==> config.mk <==
export PLATFORM = sky130hd
export DESIGN_NAME = jtag_access_gate
export DESIGN_NICKNAME = d
export VERILOG_FILES = /design/src/jtag_access_pkg.sv /design/src/jtag_access_gate.sv /design/src/link_sync.sv
export VERILOG_INCLUDE_DIRS = /design/src
export SDC_FILE = /design/constraint.sdc
export NUM_CORES = 1
export LEC_CHECK = 0
export ABC_AREA = 1
export BUFFER_PORTS_ARGS = -buffer_cell sky130_fd_sc_hd__clkbuf_2
export CORE_MARGIN = 4
export CORE_UTILIZATION = 53
export CTS_BUF_LIST = sky130_fd_sc_hd__clkbuf_8
export CTS_CLUSTER_SIZE = 14
export DETAILED_ROUTE_END_ITERATION = 6
export PLACE_DENSITY_LB_ADDON = 0.1
export SLEW_MARGIN = 20
export SYNTH_ARGS = -nofsm -noshare
export SYNTH_HDL_FRONTEND = slang
export SYNTH_SLANG_ARGS = --single-unit
==> constraint.sdc <==
create_clock -name clk -period 2.1 [get_ports clk]
set_input_delay 0.21 -clock clk [delete_from_list [all_inputs] [get_ports clk]]
set_output_delay 0.21 -clock clk [all_outputs]
set_load 0.01 [all_outputs]
==> src/jtag_access_defines.svh <==
`ifndef JTAG_ACCESS_DEFINES_SVH
`define JTAG_ACCESS_DEFINES_SVH

// Register offsets on the plain register port.
`define TPE_OFFSET 8'hC7
`define STATUS_OFFSET 8'hC8

// Field positions.
`define TPE_EN_BIT 0
`define ST_LOCK_BIT 0
`define ST_PORT_ON_BIT 1
`define ST_TDO_EN_BIT 2
`define ST_REFUSED_BIT 3
`define ST_BLANK_BIT 4

// Reset values, and the byte read back from blank memory.
`define TPE_RESET 1'b0
`define LOCK_RESET 1'b1
`define DATA_ZERO 8'h00
`define BLANK_BYTE 8'hFF

// Serial command opcodes, low nibble of the command byte.
`define OPC_ENABLE 4'h1
`define OPC_DISABLE 4'h2
`define OPC_READ 4'h3
`define OPC_PROGRAM 4'h4
`define OPC_VERIFY 4'h5
`define OPC_SECTOR_ERASE 4'h6
`define OPC_CHIP_ERASE 4'h7

// Framing and sector geometry.
`define CMD_BITS 4'h8
`define SECTOR_COUNT 12
`define SECTOR_COUNT_W 4'hC

`endif

==> src/jtag_access_pkg.sv <==
package jtag_access_pkg;

    typedef enum logic [2:0] {
        op_none,
        op_read,
        op_program,
        op_verify,
        op_sector_erase,
        op_chip_erase
    } mem_op_e;

    typedef struct packed {
        logic valid;
        mem_op_e op;
        logic [3:0] sector;
    } mem_cmd_s;

endpackage

==> src/jtag_access_gate.sv <==
`include "jtag_access_defines.svh"

module jtag_access_gate (
    input wire logic clk,
    input wire logic rst,
    input wire logic [7:0] addr,
    input wire logic [7:0] wdata,
    input wire logic wr,
    input wire logic rd,
    output logic [7:0] rdata,
    input wire logic nvm_port_dedicated,
    input wire logic port_select_product_term,
    input wire logic nvm_security_lock,
    input wire logic [11:0] nvm_sector_protect,
    input wire logic dev_reset_n,
    input wire logic tck,
    input wire logic tms,
    input wire logic tdi,
    output logic tdo,
    output logic tdo_oe_n,
    output logic port_on,
    input wire logic [7:0] mem_rdata,
    input wire logic chip_erase_done,
    output jtag_access_pkg::mem_cmd_s mem_cmd,
    output logic cfg_clear,
    output logic locked
);

    logic [3:0] sync;
    logic tck_prev_q;
    logic enable_q;
    logic lock_q;
    logic load_q;
    logic blank_q;
    logic tdo_en_q;
    logic refused_q;
    logic [7:0] shift_q;
    logic [7:0] out_q;
    logic [3:0] bitcnt_q;
    logic [7:0] rdata_q;
    logic tdo_q;
    logic tdo_oe_n_q;
    logic port_on_q;
    logic cfg_clear_q;
    jtag_access_pkg::mem_cmd_s cmd_q;

    function automatic jtag_access_pkg::mem_op_e decode_op(
        input logic [3:0] opc
    );
        unique case (opc)
            `OPC_READ: decode_op = jtag_access_pkg::op_read;
            `OPC_PROGRAM: decode_op = jtag_access_pkg::op_program;
            `OPC_VERIFY: decode_op = jtag_access_pkg::op_verify;
            `OPC_SECTOR_ERASE: decode_op = jtag_access_pkg::op_sector_erase;
            `OPC_CHIP_ERASE: decode_op = jtag_access_pkg::op_chip_erase;
            default: decode_op = jtag_access_pkg::op_none;
        endcase
    endfunction

    // Sector numbers past the last sector count as protected.
    function automatic logic sector_blocked(
        input logic [3:0] sec,
        input logic [11:0] prot
    );
        if (sec >= `SECTOR_COUNT_W) begin
            sector_blocked = 1'b1;
        end else begin
            sector_blocked = prot[sec];
        end
    endfunction

    link_sync #(
        .W(4)
    ) u_sync (
        .clk(clk),
        .rst(rst),
        // The reset pin goes in inverted so that the cleared synchroniser
        // reads as an idle pin and no false device reset follows release.
        .d_in({~dev_reset_n, tdi, tms, tck}),
        .d_out(sync)
    );

    wire tck_s = sync[0];
    wire tms_s = sync[1];
    wire tdi_s = sync[2];
    wire dev_reset_act = sync[3];
    wire tck_rise = tck_s & ~tck_prev_q;

    wire port_on_d = nvm_port_dedicated | enable_q
        | port_select_product_term;
    // A reset abort only applies when the nonvolatile bit does not own the
    // pins, so a dedicated port survives board resets during programming.
    wire reset_abort = dev_reset_act & ~nvm_port_dedicated;
    wire abort = ~port_on_d | reset_abort;

    wire shift_bit = tck_rise & tms_s & ~abort;
    wire frame_end = tck_rise & ~tms_s & (bitcnt_q == `CMD_BITS) & ~abort;
    wire [3:0] opc = shift_q[3:0];
    wire [3:0] sector = shift_q[7:4];
    wire jtag_access_pkg::mem_op_e op = decode_op(opc);
    wire is_enable = frame_end & (opc == `OPC_ENABLE);
    wire is_disable = frame_end & (opc == `OPC_DISABLE);
    wire mem_req = frame_end & (op != jtag_access_pkg::op_none);
    wire sec_ok = (op != jtag_access_pkg::op_sector_erase)
        | ~sector_blocked(sector, nvm_sector_protect);
    wire op_ok = lock_q ? (op == jtag_access_pkg::op_chip_erase)
        : sec_ok;
    wire accept = mem_req & tdo_en_q & op_ok;
    wire refuse = mem_req & ~accept;
    wire read_ok = accept & (op == jtag_access_pkg::op_read);
    wire [7:0] read_byte = blank_q ? `BLANK_BYTE : mem_rdata;

    wire tpe_hit = addr == `TPE_OFFSET;
    wire st_hit = addr == `STATUS_OFFSET;
    wire [7:0] tpe_view = {7'h00, enable_q};
    wire [7:0] st_view = {3'h0, blank_q, refused_q, tdo_en_q, port_on_q,
        lock_q};
    wire [7:0] rd_mux = tpe_hit ? tpe_view : (st_hit ? st_view : `DATA_ZERO);

    always_ff @(posedge clk or posedge rst) begin
        if (rst) begin
            enable_q <= `TPE_RESET;
        end else if (dev_reset_act) begin
            enable_q <= `TPE_RESET;
        end else if (wr & tpe_hit) begin
            enable_q <= wdata[`TPE_EN_BIT];
        end
    end

    // The lock comes up set and is loaded from the strap one cycle after
    // release, so a short reset never exposes an unlocked window.
    always_ff @(posedge clk or posedge rst) begin
        if (rst) begin
            load_q <= 1'b1;
            lock_q <= `LOCK_RESET;
            blank_q <= 1'b0;
            cfg_clear_q <= 1'b0;
        end else begin
            load_q <= 1'b0;
            cfg_clear_q <= chip_erase_done;
            if (chip_erase_done) begin
                lock_q <= 1'b0;
                blank_q <= 1'b1;
            end else if (load_q) begin
                lock_q <= nvm_security_lock;
            end else if (accept & (op == jtag_access_pkg::op_program)) begin
                blank_q <= 1'b0;
            end
        end
    end

    always_ff @(posedge clk or posedge rst) begin
        if (rst) begin
            tck_prev_q <= 1'b0;
            shift_q <= `DATA_ZERO;
            bitcnt_q <= 4'h0;
        end else begin
            tck_prev_q <= tck_s;
            if (abort | (tck_rise & ~tms_s)) begin
                bitcnt_q <= 4'h0;
            end else if (shift_bit) begin
                shift_q <= {tdi_s, shift_q[7:1]};
                if (bitcnt_q != `CMD_BITS) begin
                    bitcnt_q <= bitcnt_q + 4'h1;
                end
            end
        end
    end

    always_ff @(posedge clk or posedge rst) begin
        if (rst) begin
            tdo_en_q <= 1'b0;
        end else if (abort | is_disable) begin
            tdo_en_q <= 1'b0;
        end else if (is_enable) begin
            tdo_en_q <= 1'b1;
        end
    end

    always_ff @(posedge clk or posedge rst) begin
        if (rst) begin
            out_q <= `DATA_ZERO;
        end else if (frame_end & (op == jtag_access_pkg::op_read)) begin
            out_q <= read_ok ? read_byte : `DATA_ZERO;
        end else if (shift_bit) begin
            out_q <= {1'b0, out_q[7:1]};
        end
    end

    // The refused flag is sticky until the status register is read; a new
    // refusal in the read cycle wins.
    always_ff @(posedge clk or posedge rst) begin
        if (rst) begin
            refused_q <= 1'b0;
        end else if (refuse) begin
            refused_q <= 1'b1;
        end else if (rd & st_hit) begin
            refused_q <= 1'b0;
        end
    end

    always_ff @(posedge clk or posedge rst) begin
        if (rst) begin
            cmd_q <= '0;
            rdata_q <= `DATA_ZERO;
            tdo_q <= 1'b0;
            tdo_oe_n_q <= 1'b1;
            port_on_q <= 1'b0;
        end else begin
            cmd_q <= {accept, op, sector};
            rdata_q <= rd ? rd_mux : `DATA_ZERO;
            tdo_q <= tdo_en_q & out_q[0];
            tdo_oe_n_q <= ~tdo_en_q;
            port_on_q <= port_on_d;
        end
    end

    assign rdata = rdata_q;
    assign tdo = tdo_q;
    assign tdo_oe_n = tdo_oe_n_q;
    assign port_on = port_on_q;
    assign mem_cmd = cmd_q;
    assign cfg_clear = cfg_clear_q;
    assign locked = lock_q;

endmodule // jtag_access_gate

==> src/link_sync.sv <==
module link_sync #(
    parameter int W = 4
) (
    input wire logic clk,
    input wire logic rst,
    input wire logic [W-1:0] d_in,
    output logic [W-1:0] d_out
);

    logic [W-1:0] meta_q;
    logic [W-1:0] sync_q;

    // The first stage feeds only the second stage.
    always_ff @(posedge clk or posedge rst) begin
        if (rst) begin
            meta_q <= '0;
            sync_q <= '0;
        end else begin
            meta_q <= d_in;
            sync_q <= meta_q;
        end
    end

    assign d_out = sync_q;

endmodule // link_sync

==> results.md <==
- Crit-path leading delay family: simple AND/OR/NAND/NOR gates
- Setup-failing EPs final: 0
- Worst setup endpoint: out_q[3]
- Measured slew at the worst slew-check pin: 0.543 ns
- FMAX: around 540 MHz
- ANT nets after route: 0
- Initial antenna violation count: 0
- Cells on worst reg2reg path: 9
- Drt wl/cell: ~12 µm
- Yosys cell types: 29
- Die Y: 73.5 µm
- Placed Cells: 358
- Initial Util: a little under three fifths
- Largest net degree at the start of global routing: 28
- DRC Markers: 0
- Req. time, crit path: approximately 2.3 ns
- Leakage: 0.00143 µW
- Simple-Gate Fraction of Synth Area: 25.5%
- Reg clk slew, reported paths: 0.09 ns
- Synth area leaders: dfrtp_1 54%, nand2_1 6.8%, nor2_1 6.1%
- Slew HR: between 60 and 70%
- CTS resizes: 0
- IO Port Bufs: 58
- GP Congestion: 0.808
- Largest family of logic cells by synthesized area: simple AND/OR/NAND/NOR gates
- Startpoint types: flip-flop
- Register area share after synthesis: roughly 57%
- Clk sink count: 52
- Final Max Tran Viols: 0
- Final instance area: between 2000 and 3000 µm²
- Fillers: around 360
- Synthesized cell area: 2270 µm²
- Worst path slowest cell: dfrtp_1
- Hold crit path type: in2reg
- Layout net count: about 370
- Flops & latches, synth: 52
- DRT Pass-1 Iters: 4
- Fin. Hold Viols: 0
- CP arrival: between 2 and 2.5 ns
- Synth-to-Final Area Change: 21.1%
- Post-Synth XOR/XNOR Area: 0%
- Nature of the critical path endpoint: flip-flop
- First-pass GRT wire length: 7860 µm
- Slowest stage delay, CP: about 0.42 ns
- Gr usage total: around a fifth
- Internal reg-to-reg setup slack: ~0.25 ns
- Cell area after placement: around 2600 µm²
- Setup TNS Final: 0 ns
- Largest area contributor in the netlist: dfrtp_1
- Setup crit start: bitcnt_q[1]
- Worst vdd ir: approximately 0.42 mV
- Max-Cap Viols: 0
- Synth top area share: between 50% and 60%
- TritonCTS clock tree: yes
- Final std cells w/o fill: between 300 and 400
- Share of post-route cells with drive strength above 1: between 20 and 30%
- Buf/Inv on CP: 2
- Deepest clock path buffer count: 2
- Final Util: 67.4%
- Final WL: ~4600 µm
- Clock Tree Root: clkbuf_8
- Post-Syn Instances: 251
- # Post-CTS Setup Buffers: 0
- Crit path cell chain: inv_1 > ha_1 > nand3_2 > nor2_4 > nand4_4 > buf_4 > nand2_1 > nor2_1 > a21oi_1
- Vias per cell: around 5.0
- N_diodes: 0
- DR iter-0 viols: 110
- Yosys warns: 0
- Fin crit period: 1.85 ns
- Compound-Gate Fraction of Synth Area: ~8.7%
- Remaining global-route overflow: 0
- Die width: 73.5 µm
- Most frequent cells in the layout: 58 x clkbuf_2, 49 x dfrtp_1, 41 x nand2_1, 37 x nor2_1, 28 x inv_1
- Vias: between 1.5k and 2k
- Most common cell after layout, fill and taps aside: clkbuf_2
- # IOs: between 60 and 70
- Highest net fanout along the worst path: 11
- Synth Area in Adders: under 10%
- H-tree level count: 2
- Die area: 5400 µm²
- Crit Path Category: reg2reg
- Row count: 23
- Num CTS Buffers: 5
- Pwr per Cell Area: about 760 nW/µm²
- Worst skew pair latency: about 0.30 ns
- Fin crit share: between 80 and 90%
- RR Startpoint: bitcnt_q[1]
- RSZ-0062 raised after global routing: false
- Clk_skew: around 0.0066 ns
- Post-synthesis mux area share: 0%
- Critical R2R Capture: out_q[3]
- Status: completed
- Core area: just over 4000 µm²
- Vias in the first global route: ~1.9k
- Instance count on the critical path: 9
- Dpl hpwl: approximately 3400 µm
- Syn avg cell area: between 9 and 10 µm²
==> worst min path at each step <==
stage               startpoint                to  cells after the start
2_1_floorplan  chip_erase_done         cfg_clear                      0
3_5_place_dp               rst   u_sync.d_out[3]                      2
6_report                   tck  u_sync.meta_q[0]                      1
5_1_grt                    tms  u_sync.meta_q[1]                      1
3_3_place_gp               rst  u_sync.meta_q[1]                      2
4_1_cts                    tdi  u_sync.meta_q[2]                      1
==> registers in the layout, indices dropped and copies added, names as in the netlist, 4 cells and up <==
name           flops
u_sync.d_out       4
u_sync.meta_q      4
bitcnt_q           4
out_q              8
shift_q            8
rdata              5
mem_cmd            8
==> where the power goes <==
group / total (µW) / internal (µW) / switching [µW]
registers: 1180 / 1110 / 71.0
logic: 304 / 124 / 180
clock network: 596 / 296 / 300
total: 2080 / 1530 / 551
==> metrics by stage <==
step	setup WS [ns]	hold slack, ns	total power [µW]
final	0.248	0.0153	2080
after global placement	0.290	0.275	1490
after CTS	0.239	0.00217	2110
after global routing	0.0303	0.0106	2210
after detailed placement	0.268	0.281	1500
after floorplan	0.467	0.241	1390
==> cell families (layout without fill, tap and decap cells) <==
family / after synthesis / after routing
simple gates: 122 / 122
other cells: 1 / 4
fa+ha+maj: 2 / 2
buf+inv: 40 / 104
flops: 52 / 52
compound gates: 34 / 34
==> routing by layer <==
layer	GRT usage (%)	vias to the layer above	share of wire [%]
li1	-	936	-
met4	7.24	0	1.5
met1	21.7	869	43
met2	33.9	43	50
met3	5.06	9	5.5
met5	0	-	0
==> cell type report <==
cell class / instances / area, µm² / area share, %
Clock buffer: 7 / 96.3 / 3.50
Clock inverter: 1 / 3.75 / 0.136
Inverter: 33 / 124 / 4.50
Multi-Input combinational cell: 162 / 817 / 29.7
Sequential cell: 52 / 1310 / 47.4
Tap cell: 50 / 62.6 / 2.27
Timing Repair Buffer: 63 / 345 / 12.5
==> synth_stat cells <==
| master | number |
|---|---|
| dfrtp_1 | 49 |
| nand2_1 | 41 |
| nor2_1 | 37 |
| inv_1 | 28 |
| nand3_1 | 17 |
| o21ai_0 | 16 |
| a21oi_1 | 10 |
| nand4_1 | 8 |
| inv_2 | 5 |
| nand2_2 | 4 |
| nor3_1 | 4 |
| nor3b_1 | 4 |
| a211oi_1 | 3 |
| buf_4 | 3 |
| dfstp_2 | 3 |
| a31oi_1 | 2 |
| clkbuf_1 | 2 |
| ha_1 | 2 |
| nand3_2 | 2 |
| nor2_4 | 2 |
| a21oi_4 | 1 |
| a221oi_1 | 1 |
| buf_1 | 1 |
| buf_2 | 1 |
| conb_1 | 1 |
| nand4_4 | 1 |
| nor2_2 | 1 |
| nor4_1 | 1 |
| o21bai_1 | 1 |
==> timing repair <==
action	4_1_cts	5_1_grt
hold buffers	1	1
endpoints found under the setup margin	0	0
endpoints found under the hold margin	22	1
Power figures use the tool's default switching activity.
